File: src/logic/pmc_defs.vh
// constants for the power management capability block
`ifndef PMC_DEFS_VH
`define PMC_DEFS_VH

// register byte offsets
`define PMC_OFS_CTRL 8'h00
`define PMC_OFS_CAP 8'h08
`define PMC_OFS_STAT 8'h10
`define PMC_OFS_MASK 8'h14
`define PMC_OFS_CFG 8'h18

// capability register bit positions
`define PMC_CAP_WAKE_D3COLD 15
`define PMC_CAP_WAKE_D3HOT 14
`define PMC_CAP_WAKE_D2 13
`define PMC_CAP_WAKE_D1 12
`define PMC_CAP_WAKE_D0 11
`define PMC_CAP_D2_SUPPORT_CFG 10
`define PMC_CAP_D1_SUPPORT_CFG 9
`define PMC_CAP_BUSW 0

// bit positions inside the loaded configuration word
`define PMC_EE_WAKE_D2 5
`define PMC_EE_WAKE_D1 4
`define PMC_EE_D2_SUPPORT_CFG 3
`define PMC_EE_D1_SUPPORT_CFG 2
`define PMC_EE_NARROW 0

// control register fields
`define PMC_CTRL_PS_LO 0
`define PMC_CTRL_PS_HI 1
`define PMC_CTRL_WEN 8
`define PMC_CTRL_WAKE 15

// power state codes
`define PMC_PS_D0 2'h0
`define PMC_PS_D1 2'h1
`define PMC_PS_D2 2'h2
`define PMC_PS_D3HOT 2'h3

// status and mask bits
`define PMC_ST_LOAD 0
`define PMC_ST_WAKE 1

// reset values
`define PMC_PS_RST 2'h0
`define PMC_MASK_RST 2'h0
`define PMC_WORD_RST 16'h0000

// settle time after the pin synchroniser, in clock cycles
`define PMC_SETTLE_CYC 4'h4

// bus answers
`define PMC_RESP_OKAY 2'h0
`define PMC_RESP_DECERR 2'h3

`endif

File: src/logic/pmc_sync3.v
// three-stage pin synchroniser that accepts a level once stages agree
`timescale 1ns/10ps
`default_nettype none

module pmc_sync3 #(
  parameter WIDTH = 1
) (
  // clock and reset
  input wire clock,
  input wire nrst,
  // asynchronous pins and their settled copy
  input wire [WIDTH-1:0] din,
  output reg [WIDTH-1:0] q
);

  reg [WIDTH-1:0] s1;
  reg [WIDTH-1:0] s2;
  reg [WIDTH-1:0] s3;

  genvar i;
  generate
    for (i = 0; i < WIDTH; i = i + 1) begin : g_bit
      // s1 feeds s2 only; a glitch must survive two stages to count
      always @(posedge clock or negedge nrst) begin
        if (!nrst) begin
          s1[i] <= 1'b0;
          s2[i] <= 1'b0;
          s3[i] <= 1'b0;
          q[i] <= 1'b0;
        end else begin
          s1[i] <= din[i];
          s2[i] <= s1[i];
          s3[i] <= s2[i];
          if (s2[i] == s3[i]) begin
            q[i] <= s3[i];
          end
        end
      end
    end
  endgenerate

endmodule

`default_nettype wire

File: src/logic/pmc_top.v
// power management capability register bank with axi4-lite slave
`timescale 1ns/10ps
`default_nettype none
`include "pmc_defs.vh"

//Contract
// RL1: the capability register sits read-only at 0x08 and its loadable bits fill from the configuration word when the eeprom pin is high.
// RL2: bit 15 always reads 0, so no wake event in cold D3.
// RL3: bit 14 always reads 1, so the wake event may be raised in hot D3.
// RL4: with bit 13 set, state D2 and wake enable set, wake-up signals raise the wake event, and never otherwise in D2.
// RL5: bit 13 comes from the D2 wake bit of word 0x6 and reads 0 with no eeprom.
// RL6: with bit 12 set, state D1 and wake enable set, wake-up signals raise the wake event, and never otherwise in D1.
// RL7: bit 12 comes from the D1 wake bit of word 0x6 and reads 0 with no eeprom.
// RL8: bit 11 reads 0 and the wake event is never raised in D0.
// RL9: bit 10 reports D2 support from word 0x6, 0 with no eeprom.
// RL10: bit 9 reports D1 support from word 0x6, 0 with no eeprom.
// RL11: on the 16-bit variant bit 0 reads 1 for a 16-bit bus and 0 for an 8-bit bus.
// RL12: bit 0 is meaningful only with the eeprom enabled, taken from its narrow async setting.
// RL13: with the eeprom pin high the configuration is loaded right after reset.
// RL14: writes to the capability register do nothing and bits 8 to 1 read 0.
module pmc_top #(
  parameter BUS16_VARIANT = 1
) (
  // clock and reset
  input wire clock,
  input wire nrst,
  // axi4-lite write address
  input wire [7:0] awaddr,
  input wire awvalid,
  output reg awready,
  // axi4-lite write data
  input wire [31:0] wdata,
  input wire [3:0] wstrb,
  input wire wvalid,
  output reg wready,
  // axi4-lite write response
  output reg [1:0] bresp,
  output reg bvalid,
  input wire bready,
  // axi4-lite read address
  input wire [7:0] araddr,
  input wire arvalid,
  output reg arready,
  // axi4-lite read data
  output reg [31:0] rdata,
  output reg [1:0] rresp,
  output reg rvalid,
  input wire rready,
  // eeprom strap pin and configuration loader
  input wire eepromEnablePin,
  output reg cfgLoadReq,
  input wire cfgWordValid,
  input wire [15:0] cfgWord,
  // wake-up source and wake event pin
  input wire wakeSignal,
  output reg wakeEventOutN,
  // interrupt
  output reg irq
);

  localparam ST_SETTLE = 4'b0001;
  localparam ST_REQ = 4'b0010;
  localparam ST_WAIT = 4'b0100;
  localparam ST_DONE = 4'b1000;

  // synchronised strap
  wire eepromPinSync;

  pmc_sync3 #(
    .WIDTH(1)
  ) u_sync (
    .clock(clock),
    .nrst(nrst),
    .din(eepromEnablePin),
    .q(eepromPinSync)
  );

  // loader state
  reg [3:0] loadState;
  reg [3:0] next_loadState;
  reg [3:0] settleCnt;
  reg eeUsed;
  reg loadDone;
  reg [15:0] eeWord;
  wire loadEvent;

  // control, status and mask
  reg [1:0] powerState;
  reg wakeEnable;
  reg wakeLatched;
  reg [1:0] status;
  reg [1:0] mask;
  reg [1:0] next_status;
  reg next_wakeLatched;

  // write channel holding
  reg awHeld;
  reg wHeld;
  reg [7:0] awAddrHeld;
  reg [31:0] wDataHeld;
  reg [3:0] wStrbHeld;
  reg next_awHeld;
  reg next_wHeld;
  reg next_bvalid;

  wire awTake;
  wire wTake;
  wire doWrite;
  wire arTake;
  wire [7:0] wrAddr;
  wire [7:0] rdAddr;
  wire [15:0] capValue;
  wire busWidthBit;
  reg wakeAllowed;
  wire wakeRise;
  wire wakeClear;
  wire statusRead;
  reg [31:0] readMux;
  reg readHit;

  // load sequence: settle, request, wait for the word
  assign loadEvent = (loadState == ST_WAIT && cfgWordValid) ||
    (loadState == ST_SETTLE && settleCnt == `PMC_SETTLE_CYC &&
    !eepromPinSync);

  always @* begin
    next_loadState = loadState;
    case (loadState)
      ST_SETTLE: begin
        if (settleCnt == `PMC_SETTLE_CYC) begin
          if (eepromPinSync) begin
            next_loadState = ST_REQ; // [RL13]
          end else begin
            next_loadState = ST_DONE;
          end
        end
      end
      ST_REQ: begin
        next_loadState = ST_WAIT;
      end
      ST_WAIT: begin
        if (cfgWordValid) begin
          next_loadState = ST_DONE;
        end
      end
      ST_DONE: begin
        next_loadState = ST_DONE;
      end
      default: begin
        next_loadState = ST_SETTLE;
      end
    endcase
  end

  // strap is taken only after release, through the synchroniser
  always @(posedge clock or negedge nrst) begin
    if (!nrst) begin
      loadState <= ST_SETTLE;
      settleCnt <= 4'h0;
      eeUsed <= 1'b0;
      loadDone <= 1'b0;
      eeWord <= `PMC_WORD_RST;
      cfgLoadReq <= 1'b0;
    end else begin
      loadState <= next_loadState;
      cfgLoadReq <= (next_loadState == ST_REQ);
      if (loadState == ST_SETTLE && settleCnt != `PMC_SETTLE_CYC) begin
        settleCnt <= settleCnt + 4'h1;
      end
      if (loadState == ST_SETTLE && settleCnt == `PMC_SETTLE_CYC) begin
        eeUsed <= eepromPinSync;
      end
      if (loadState == ST_WAIT && cfgWordValid) begin
        eeWord <= cfgWord; // [RL1]
      end
      if (loadEvent) begin
        loadDone <= 1'b1;
      end
    end
  end

  // capability word; loaded bits are gated so no eeprom reads as 0
  assign busWidthBit = (BUS16_VARIANT != 0) && eeUsed &&
    !eeWord[`PMC_EE_NARROW]; // [RL11] [RL12]

  assign capValue[`PMC_CAP_WAKE_D3COLD] = 1'b0; // [RL2]
  assign capValue[`PMC_CAP_WAKE_D3HOT] = 1'b1; // [RL3]
  assign capValue[`PMC_CAP_WAKE_D2] = eeUsed &
    eeWord[`PMC_EE_WAKE_D2]; // [RL5]
  assign capValue[`PMC_CAP_WAKE_D1] = eeUsed &
    eeWord[`PMC_EE_WAKE_D1]; // [RL7]
  assign capValue[`PMC_CAP_WAKE_D0] = 1'b0; // [RL8]
  assign capValue[`PMC_CAP_D2_SUPPORT_CFG] = eeUsed &
    eeWord[`PMC_EE_D2_SUPPORT_CFG]; // [RL9]
  assign capValue[`PMC_CAP_D1_SUPPORT_CFG] = eeUsed &
    eeWord[`PMC_EE_D1_SUPPORT_CFG]; // [RL10]
  assign capValue[8:1] = 8'h00; // [RL14]
  assign capValue[`PMC_CAP_BUSW] = busWidthBit;

  // wake gating per power state
  always @* begin
    case (powerState)
      `PMC_PS_D0: wakeAllowed = 1'b0; // [RL8]
      `PMC_PS_D1: wakeAllowed = capValue[`PMC_CAP_WAKE_D1]; // [RL6]
      `PMC_PS_D2: wakeAllowed = capValue[`PMC_CAP_WAKE_D2]; // [RL4]
      `PMC_PS_D3HOT: wakeAllowed = capValue[`PMC_CAP_WAKE_D3HOT]; // [RL3]
      default: wakeAllowed = 1'b0;
    endcase
  end

  assign wakeRise = wakeSignal & wakeEnable & wakeAllowed &
    ~wakeLatched; // [RL4] [RL6]

  // bus handshakes
  assign awTake = awvalid & awready;
  assign wTake = wvalid & wready;
  assign arTake = arvalid & arready;
  assign doWrite = awHeld & wHeld & ~bvalid;
  assign wrAddr = {awAddrHeld[7:2], 2'b00};
  assign rdAddr = {araddr[7:2], 2'b00};
  assign wakeClear = doWrite && wrAddr == `PMC_OFS_CTRL &&
    wStrbHeld[1] && wDataHeld[`PMC_CTRL_WAKE];
  assign statusRead = arTake && rdAddr == `PMC_OFS_STAT;

  always @* begin
    next_awHeld = doWrite ? 1'b0 : (awHeld | awTake);
    next_wHeld = doWrite ? 1'b0 : (wHeld | wTake);
    next_bvalid = doWrite | (bvalid & ~bready);
  end

  // event set wins over clear, both for the pin and for status
  always @* begin
    next_wakeLatched = (wakeLatched & ~wakeClear) | wakeRise;
    next_status = statusRead ? 2'b00 : status;
    next_status[`PMC_ST_LOAD] = next_status[`PMC_ST_LOAD] | loadEvent;
    next_status[`PMC_ST_WAKE] = next_status[`PMC_ST_WAKE] | wakeRise;
  end

  // read decode
  always @* begin
    readMux = 32'h0000_0000;
    readHit = 1'b1;
    case (rdAddr)
      `PMC_OFS_CTRL: begin
        readMux[`PMC_CTRL_PS_HI:`PMC_CTRL_PS_LO] = powerState;
        readMux[`PMC_CTRL_WEN] = wakeEnable;
        readMux[`PMC_CTRL_WAKE] = wakeLatched;
      end
      `PMC_OFS_CAP: begin
        readMux[15:0] = capValue; // [RL1]
      end
      `PMC_OFS_STAT: begin
        readMux[1:0] = status;
      end
      `PMC_OFS_MASK: begin
        readMux[1:0] = mask;
      end
      `PMC_OFS_CFG: begin
        readMux[0] = loadDone;
        readMux[1] = eeUsed;
        readMux[31:16] = eeWord;
      end
      default: begin
        readHit = 1'b0;
      end
    endcase
  end

  // write channels and response
  always @(posedge clock or negedge nrst) begin
    if (!nrst) begin
      awHeld <= 1'b0;
      wHeld <= 1'b0;
      awAddrHeld <= 8'h00;
      wDataHeld <= 32'h0000_0000;
      wStrbHeld <= 4'h0;
      awready <= 1'b1;
      wready <= 1'b1;
      bvalid <= 1'b0;
      bresp <= `PMC_RESP_OKAY;
    end else begin
      awHeld <= next_awHeld;
      wHeld <= next_wHeld;
      bvalid <= next_bvalid;
      // one write at a time: both channels stall until the answer goes
      awready <= ~next_awHeld & ~next_bvalid;
      wready <= ~next_wHeld & ~next_bvalid;
      if (awTake) begin
        awAddrHeld <= awaddr;
      end
      if (wTake) begin
        wDataHeld <= wdata;
        wStrbHeld <= wstrb;
      end
      if (doWrite) begin
        case (wrAddr)
          `PMC_OFS_CTRL, `PMC_OFS_CAP, `PMC_OFS_STAT, `PMC_OFS_MASK,
          `PMC_OFS_CFG: bresp <= `PMC_RESP_OKAY; // [RL14]
          default: bresp <= `PMC_RESP_DECERR;
        endcase
      end
    end
  end

  // software state; the capability offset has no write path
  always @(posedge clock or negedge nrst) begin
    if (!nrst) begin
      powerState <= `PMC_PS_RST;
      wakeEnable <= 1'b0;
      mask <= `PMC_MASK_RST;
    end else if (doWrite) begin
      if (wrAddr == `PMC_OFS_CTRL && wStrbHeld[0]) begin
        powerState <= wDataHeld[`PMC_CTRL_PS_HI:`PMC_CTRL_PS_LO];
      end
      if (wrAddr == `PMC_OFS_CTRL && wStrbHeld[1]) begin
        wakeEnable <= wDataHeld[`PMC_CTRL_WEN];
      end
      if (wrAddr == `PMC_OFS_MASK && wStrbHeld[0]) begin
        mask <= wDataHeld[1:0];
      end
    end
  end

  // read channel
  always @(posedge clock or negedge nrst) begin
    if (!nrst) begin
      arready <= 1'b1;
      rvalid <= 1'b0;
      rdata <= 32'h0000_0000;
      rresp <= `PMC_RESP_OKAY;
    end else if (arTake) begin
      arready <= 1'b0;
      rvalid <= 1'b1;
      rdata <= readMux;
      rresp <= readHit ? `PMC_RESP_OKAY : `PMC_RESP_DECERR;
    end else if (rvalid && rready) begin
      arready <= 1'b1;
      rvalid <= 1'b0;
    end
  end

  // wake pin, status and interrupt
  always @(posedge clock or negedge nrst) begin
    if (!nrst) begin
      wakeLatched <= 1'b0;
      status <= 2'b00;
      wakeEventOutN <= 1'b1;
      irq <= 1'b0;
    end else begin
      wakeLatched <= next_wakeLatched;
      status <= next_status;
      // pin follows the latch so it stays glitch free
      wakeEventOutN <= ~next_wakeLatched; // [RL4] [RL6] [RL8]
      irq <= |(next_status & mask);
    end
  end

endmodule

`default_nettype wire

File: config.mk
export PLATFORM = sky130hd
export DESIGN_NAME = pmc_top
export DESIGN_NICKNAME = d
export VERILOG_FILES = /design/src/logic/pmc_sync3.v /design/src/logic/pmc_top.v
export VERILOG_INCLUDE_DIRS = /design/src /design/src/logic
export SDC_FILE = /design/constraint.sdc
export NUM_CORES = 1
export LEC_CHECK = 0
export BUFFER_PORTS_ARGS = -buffer_cell sky130_fd_sc_hd__buf_2
export CAP_MARGIN = 20
export CORE_UTILIZATION = 35
export CTS_BUF_LIST = sky130_fd_sc_hd__clkbuf_4
export DETAILED_ROUTE_END_ITERATION = 6
export SYNTH_ARGS = -nofsm -noshare
export SYNTH_HDL_FRONTEND = slang
export SYNTH_SLANG_ARGS = --single-unit
File: constraint.sdc
create_clock -name clock -period 1.7 [get_ports clock]
set_clock_uncertainty 0.15 [all_clocks]
set_input_delay 0.425 -clock clock [delete_from_list [all_inputs] [get_ports clock]]
set_output_delay 0.425 -clock clock [all_outputs]
set_load 0.01 [all_outputs]
==> impl_results.md, run 1 <==
- Ranking of synthesized cells by area: dfrtp_1 58%, mux2_2 11%, a22o_1 4.4%
- CTS H-tree depth: 3
- Final Max Tran Viols: 0
- TritonCTS Sinks: 87
- Die ar.: 0.01056 mm^2
- Arr. time, crit path: 1.96 ns
- Top_reg_cell synth: dfrtp_1
- Crit path kind: reg -> reg
- Peak supply drop: 0.7315 mV
- Worst setup slack after layout: -0.08608 ns
- Final nets: 458
- Total clock buffers created by CTS: 9
- Leakage: 2.335 nW
- 1st-iter DRT viols: 90
- FF+latch count, synth: 87
- Worst min path class: in -> reg
- Overflow after GRT: 0
- Hold Worst Slack: 0.05124 ns
- Fin crit period: 1.786 ns
- Failing checks: setup timing
- Sequential Power Share: 53.9%
- Crit path max fanout: 3
- Post-DP HPWL: 5123 um
- Post-synth EDFFs: 0
- Area share of the largest cell type after synthesis: 57.77%
- Reg clk slew, reported paths: 0.14 ns
- Post-Syn Instances: 264
- WL/cell: 13.75 um
- Switching power: 0.001347 W
- Pre-CTS worst setup slack: -0.3939 ns
- Fmax: 559.9 MHz
- Tcrit/Tclk final: 105.1%
- Fraction of layout cells with a size suffix above 1: 49.35%
- DRC: 0
- Critical Path Source Type: register
- Combinational power share: 18.5%
- Post-Syn Area per Cell: 13.46 um^2
- Die Y-Extent: 102.7 um
- Area grow syn2layout: 30.05%
- Largest net degree at the start of global routing: 50
- Root Driver: clkbuf_4
- Total global-route track usage: 13.97%
- Cell Int Power: 0.003518 W
- Outcome: finished, violations left
- I/O pins: 122
- Num rows: 36
- DRT Pass-1 Iters: 4
- Die Width: 102.7 um
- WL final: 7097 um
- FFs w/ async S/R, synth: 100.0%
- Diodes inserted: 0
- Initial antenna violation count: 0
- Vias: 2441
- Vias per cell: 4.731
- Final Setup Violations: 7
- CTS tree: built
- Clock network fraction of design power: 27.6%
- CP Capture Type: register
- Pwr/cell area: 1053 mW/mm^2
- Final core occ: 47.04%
- Port Buffers: 80
- Ys Warns: 0
- Vias in the first global route: 2404
- First-pass GRT wire length: 11210 um
- Required @ worst endpoint: 1.87 ns
- Netlist Area Pre-Place: 0.003552 mm^2
- Core Area: 0.009819 mm^2
- Sw Share: 27.68%
- Initial Util: 36.17%
- Library cells used by synthesis: 51
- DRT antenna net count: 0
- Hold Violations, Final: 0
- MaxCap Viol Count: 0
- Post-synthesis sequential area ratio: 61.47%
- Clk_lat worst skew: 0.43 ns
- Synth area leader: dfrtp_1
- GPL Wtd Cong: 0.7227
- Unrepaired setup endpoints after global routing: true
- Maximum buffer depth of the clock tree: 2
[Yosys cell counts, types with 2 or more instances]
master / number
nand2b_1: 3
nor2_1: 11
o41ai_1: 3
nand3_1: 4
mux2i_1: 2
ha_1: 2
and3_1: 2
nand4_1: 2
or3_1: 2
o21a_1: 2
nor4b_1: 2
inv_1: 8
a22o_1: 18
xnor2_1: 3
clkbuf_1: 3
mux2_2: 34
o21ai_0: 5
dfstp_2: 5
a21o_1: 2
buf_4: 12
nand2_1: 15
dfrtp_1: 82
nor2b_1: 3
a22o_2: 6
buf_2: 2
a21oi_1: 6
[state kept, by name (all words and copies together), names as in the netlist, 2 cells and up]
signal,count
mask,2
wStrbHeld,2
awAddrHeld,6
rdata,25
settleCnt,4
powerState,2
wDataHeld,4
status,2
loadState,4
eeWord,16
[stage by stage]
stage	area (um^2)	cells	total power [W]	TNS, ns
floorplan	3597	270	0.003139	-2.063
global route	4619	516	0.005159	-1.148
detailed placement	4259	489	0.003451	-6.251
finish	4619	516	0.004865	-0.4198
global placement	4259	489	0.003419	-5.600
CTS	4542	511	0.004927	-0.3791
[final cells by class]
class | count | area (um^2)
fillers | 925 | 5200
clock buffers | 10 | 75.07
clock inverters | 6 | 93.84
multi-input cells | 157 | 1310
flip-flops and latches | 87 | 2185
well taps | 133 | 166.4
inverters | 8 | 30.03
repair buffers | 115 | 759.5
[power by group through the flow]
stage / logic [W] / clock network, W / registers (W)
after floorplan: 0.000513 / 0 / 0.00263
after global placement: 0.000778 / 0 / 0.00264
after detailed placement: 0.000799 / 0 / 0.00265
after CTS: 0.000908 / 0.00140 / 0.00262
after global routing: 0.000998 / 0.00150 / 0.00266
final: 0.000901 / 0.00134 / 0.00262
[layer usage]
| layer | vias up | global-route usage, % | wire length, um |
|---|---|---|---|
| met1 | 1193 | 17.63 | 3247 |
| met5 | - | 0 | 0 |
| li1 | 1171 | - | - |
| met4 | 0 | 4.550 | 87 |
| met2 | 67 | 22.62 | 3337 |
| met3 | 10 | 4.746 | 424 |
[logic make-up (layout without fill, tap and decap cells)]
| group | Yosys count | after routing | share of synthesized area, % |
|---|---|---|---|
| other | 1 | 7 | 0.1056 |
| XOR/XNOR | 4 | 4 | 0.9864 |
| AND/OR/NAND/NOR | 56 | 56 | 9.229 |
| AO/OA/AOI/OAI | 50 | 50 | 10.96 |
| buffers and inverters | 26 | 139 | 4.297 |
| flip-flops | 87 | 87 | 61.47 |
| adder cells (fa/ha/maj) | 3 | 3 | 0.9862 |
| multiplexers | 37 | 37 | 11.98 |
[cell usage in the layout (no fill, tap or decap), types with 5 or more instances in the layout]
cell type,instances
a22o_1,18
buf_2,75
a22o_2,6
inv_1,8
nor2_1,9
mux2_2,30
nand2_1,14
dfrtp_1,81
a21oi_1,5
buf_4,27
conb_1,7
clkbuf_4,10
o21ai_0,5
dfstp_2,5
buf_6,5
[worst paths after layout]
kind	from	to	slack [ns]	depth (start not counted)
max	awAddrHeld[5]	powerState[1]	-0.09	4
min	rready	rvalid	0.05	2
max reg2reg	awAddrHeld[5]	powerState[1]	-0.09	4
min reg2reg	u_sync.s1	u_sync.s2	0.22	0
max in group asynchronous	nrst	loadState[0]	0.73	3
min in group asynchronous	nrst	rdata[1]	0.34	3
[repair_timing]
item,CTS,global route
endpoints found under the setup margin,26,35
hold endpoints to repair,85,0
buffers inserted,2,4
pin swaps,0,5
hold buffers,4,0
resized for setup,11,6
cloned,0,1
[worst max-delay path, cell delays in order (launching register included)]
cell and delay (ns):
dfrtp_1 0.40, or3_4 0.39, nor3_4 0.15, and4b_2 0.29, mux2_4 0.30
(Power assumes the default switching activity.)
==> run 2: changes to the inputs <==
==> constraint.sdc (replaced) <==
create_clock -name clock -period 1.7 [get_ports clock]
set_clock_uncertainty 0.15 [all_clocks]
set_input_delay 0.34 -clock clock [delete_from_list [all_inputs] [get_ports clock]]
set_output_delay 0.34 -clock clock [all_outputs]
set_load 0.01 [all_outputs]
==> run 2 against run 1 <==
  * Hold slack got worse by 0.016 ns
  * Count of clock-buffer cells in the layout decreased by 1
  * Critical path type unchanged
  * Cell area increased by 7.2%
  * Sequential power about the same
  * The flow still finishes with violations (setup timing)
==> impl_results.md, run 2 (synthesized netlist as in run 1, its figures left out) <==
- Commonest cells after routing, fill and taps aside: 82 x dfrtp_1, 77 x buf_2, 35 x dlygate4sd3_1, 29 x mux2_2, 22 x buf_4
- GPL Wtd Cong: 0.8141
- Post-DP HPWL: 5154 um
- CP Capture Type: register
- Largest net degree at the start of global routing: 34
- Setup TNS: -0.5557 ns
- Arr. time, crit path: 1.97 ns
- 1st-iter DRT viols: 91
- I/O pins: 122
- Unrepaired setup endpoints after global routing: true
- Vias in the first global route: 2581
- Num rows: 36
- Area grow syn2layout: 39.42%
- Final Setup Violations: 6
- Peak supply drop: 0.6249 mV
- Commonest non-fill, non-tap cell in the layout: dfrtp_1
- Critical Path Source Type: register
- Placed Instances: 484
- CTS H-tree depth: 3
- Port Buffers: 80
- Final-layout fill cell count: 907
- Outcome: finished, violations left
- Vias per cell: 4.653
- Finished Layout Cells: 544
- Required @ worst endpoint: 1.87 ns
- Die ar.: 0.01056 mm^2
- DRT antenna net count: 0
- Initial Util: 36.17%
- Fin crit period: 1.807 ns
- Die Width: 102.7 um
- Final core occ: 50.43%
- TritonCTS Sinks: 87
- Final Max Tran Viols: 0
- Die Y-Extent: 102.7 um
- Fmax: 553.5 MHz
- Vias: 2531
- Worst setup slack after layout: -0.1066 ns
- Max FFs per register: 25
- Initial antenna violation count: 0
- Maximum buffer depth of the clock tree: 2
- Biggest register: rdata
- WL/cell: 13.86 um
- Fraction of layout cells with a size suffix above 1: 45.01%
- Overflow after GRT: 0
- Hold Worst Slack: 0.03514 ns
- Hold Path Depth: 3
- DRT Pass-1 Iters: 4
- Worst-case reg-to-reg path depth: 4
- Reg clk slew, reported paths: 0.14 ns
- Top Registers: rdata (25), eeWord (16), awAddrHeld (6)
- CTS tree: built
- Total clock buffers created by CTS: 9
- Hold Violations, Final: 0
- Final nets: 486
- Failing checks: setup timing
- Worst min path class: in -> reg
- DRC: 0
- Total global-route track usage: 15.37%
- Pwr/cell area: 1025 mW/mm^2
- Crit path max fanout: 3
- Clk_lat worst skew: 0.42 ns
- Core Area: 0.009819 mm^2
- Root Driver: clkbuf_4
- WL final: 7539 um
- Crit path kind: reg -> reg
- Leakage: 2.467 nW
- MaxCap Viol Count: 0
- Diodes inserted: 0
- Tcrit/Tclk final: 106.3%
- First-pass GRT wire length: 12250 um
[run 2: changes by cell type in the layout (fill, tap and decap cells not counted), moves of 2 or more]
| cell | before | now |
|---|---|---|
| buf_2 | 75 | 77 |
| buf_4 | 27 | 22 |
| clkinv_4 | 2 | 0 |
| dlygate4sd3_1 | 4 | 35 |
[run 2: stage by stage]
stage | worst slack (ns) | total power, W | cell area (um^2)
4_1_cts | -0.1689 | 0.005088 | 4868
3_3_place_gp | -0.2782 | 0.003415 | 4222
6_report | -0.1066 | 0.005074 | 4952
2_1_floorplan | -0.1136 | 0.003139 | 3597
3_5_place_dp | -0.3108 | 0.003449 | 4222
5_1_grt | -0.1920 | 0.005403 | 4952
[run 2: timing repair]
action | CTS | global route
hold endpoints to repair | 92 | 0
hold buffers | 35 | 0
setup endpoints to repair | 13 | 44
resized for setup | 10 | 12
pin swaps | 4 | 4
setup buffers | 3 | 6
cloned | 1 | 0
[run 2: layout make-up]
type / count / area, um^2 / share of cell area, %
Clock inverter: 7 / 126.4 / 2.552
Clock buffer: 9 / 67.56 / 1.364
Tap cell: 133 / 166.4 / 3.360
Inverter: 8 / 30.03 / 0.6064
Timing Repair Buffer: 143 / 1046 / 21.12
Multi-Input combinational cell: 157 / 1333 / 26.91
Sequential cell: 87 / 2183 / 44.09
[run 2: worst paths after layout]
path | startpoint | to | slack [ns]
setup / recovery | awAddrHeld[5] | powerState[1] | -0.11
min in group asynchronous | nrst | rvalid | 0.21
setup reg to reg | awAddrHeld[5] | powerState[1] | -0.11
max in group asynchronous | nrst | loadState[0] | 0.61
hold reg to reg | u_sync.s1 | u_sync.s2 | 0.22
hold / removal | bready | awready | 0.04
[run 2: report_power, final]
| group | leakage [nW] | total (W) | switching (W) | internal (W) |
|---|---|---|---|---|
| Sequential | 1.13 | 0.00264 | 0.000254 | 0.00238 |
| Combinational | 1.23 | 0.000937 | 0.000400 | 0.000537 |
| Clock | 0.0991 | 0.00150 | 0.000735 | 0.000765 |
| Total | 2.47 | 0.00507 | 0.00139 | 0.00368 |
[run 2: metal layers]
layer	track usage (%)	up-vias	wire length (um)
met3	4.068	10	335
li1	-	1223	-
met2	24.77	65	3602
met5	0	-	0
met4	5.309	0	100
met1	20.11	1233	3501
[run 2: critical path, cell delays in order (launching register included)]
cell and delay (ns):
dfrtp_1 0.41, or3_4 0.40, nor3_4 0.15, and4b_2 0.30, mux2_4 0.31
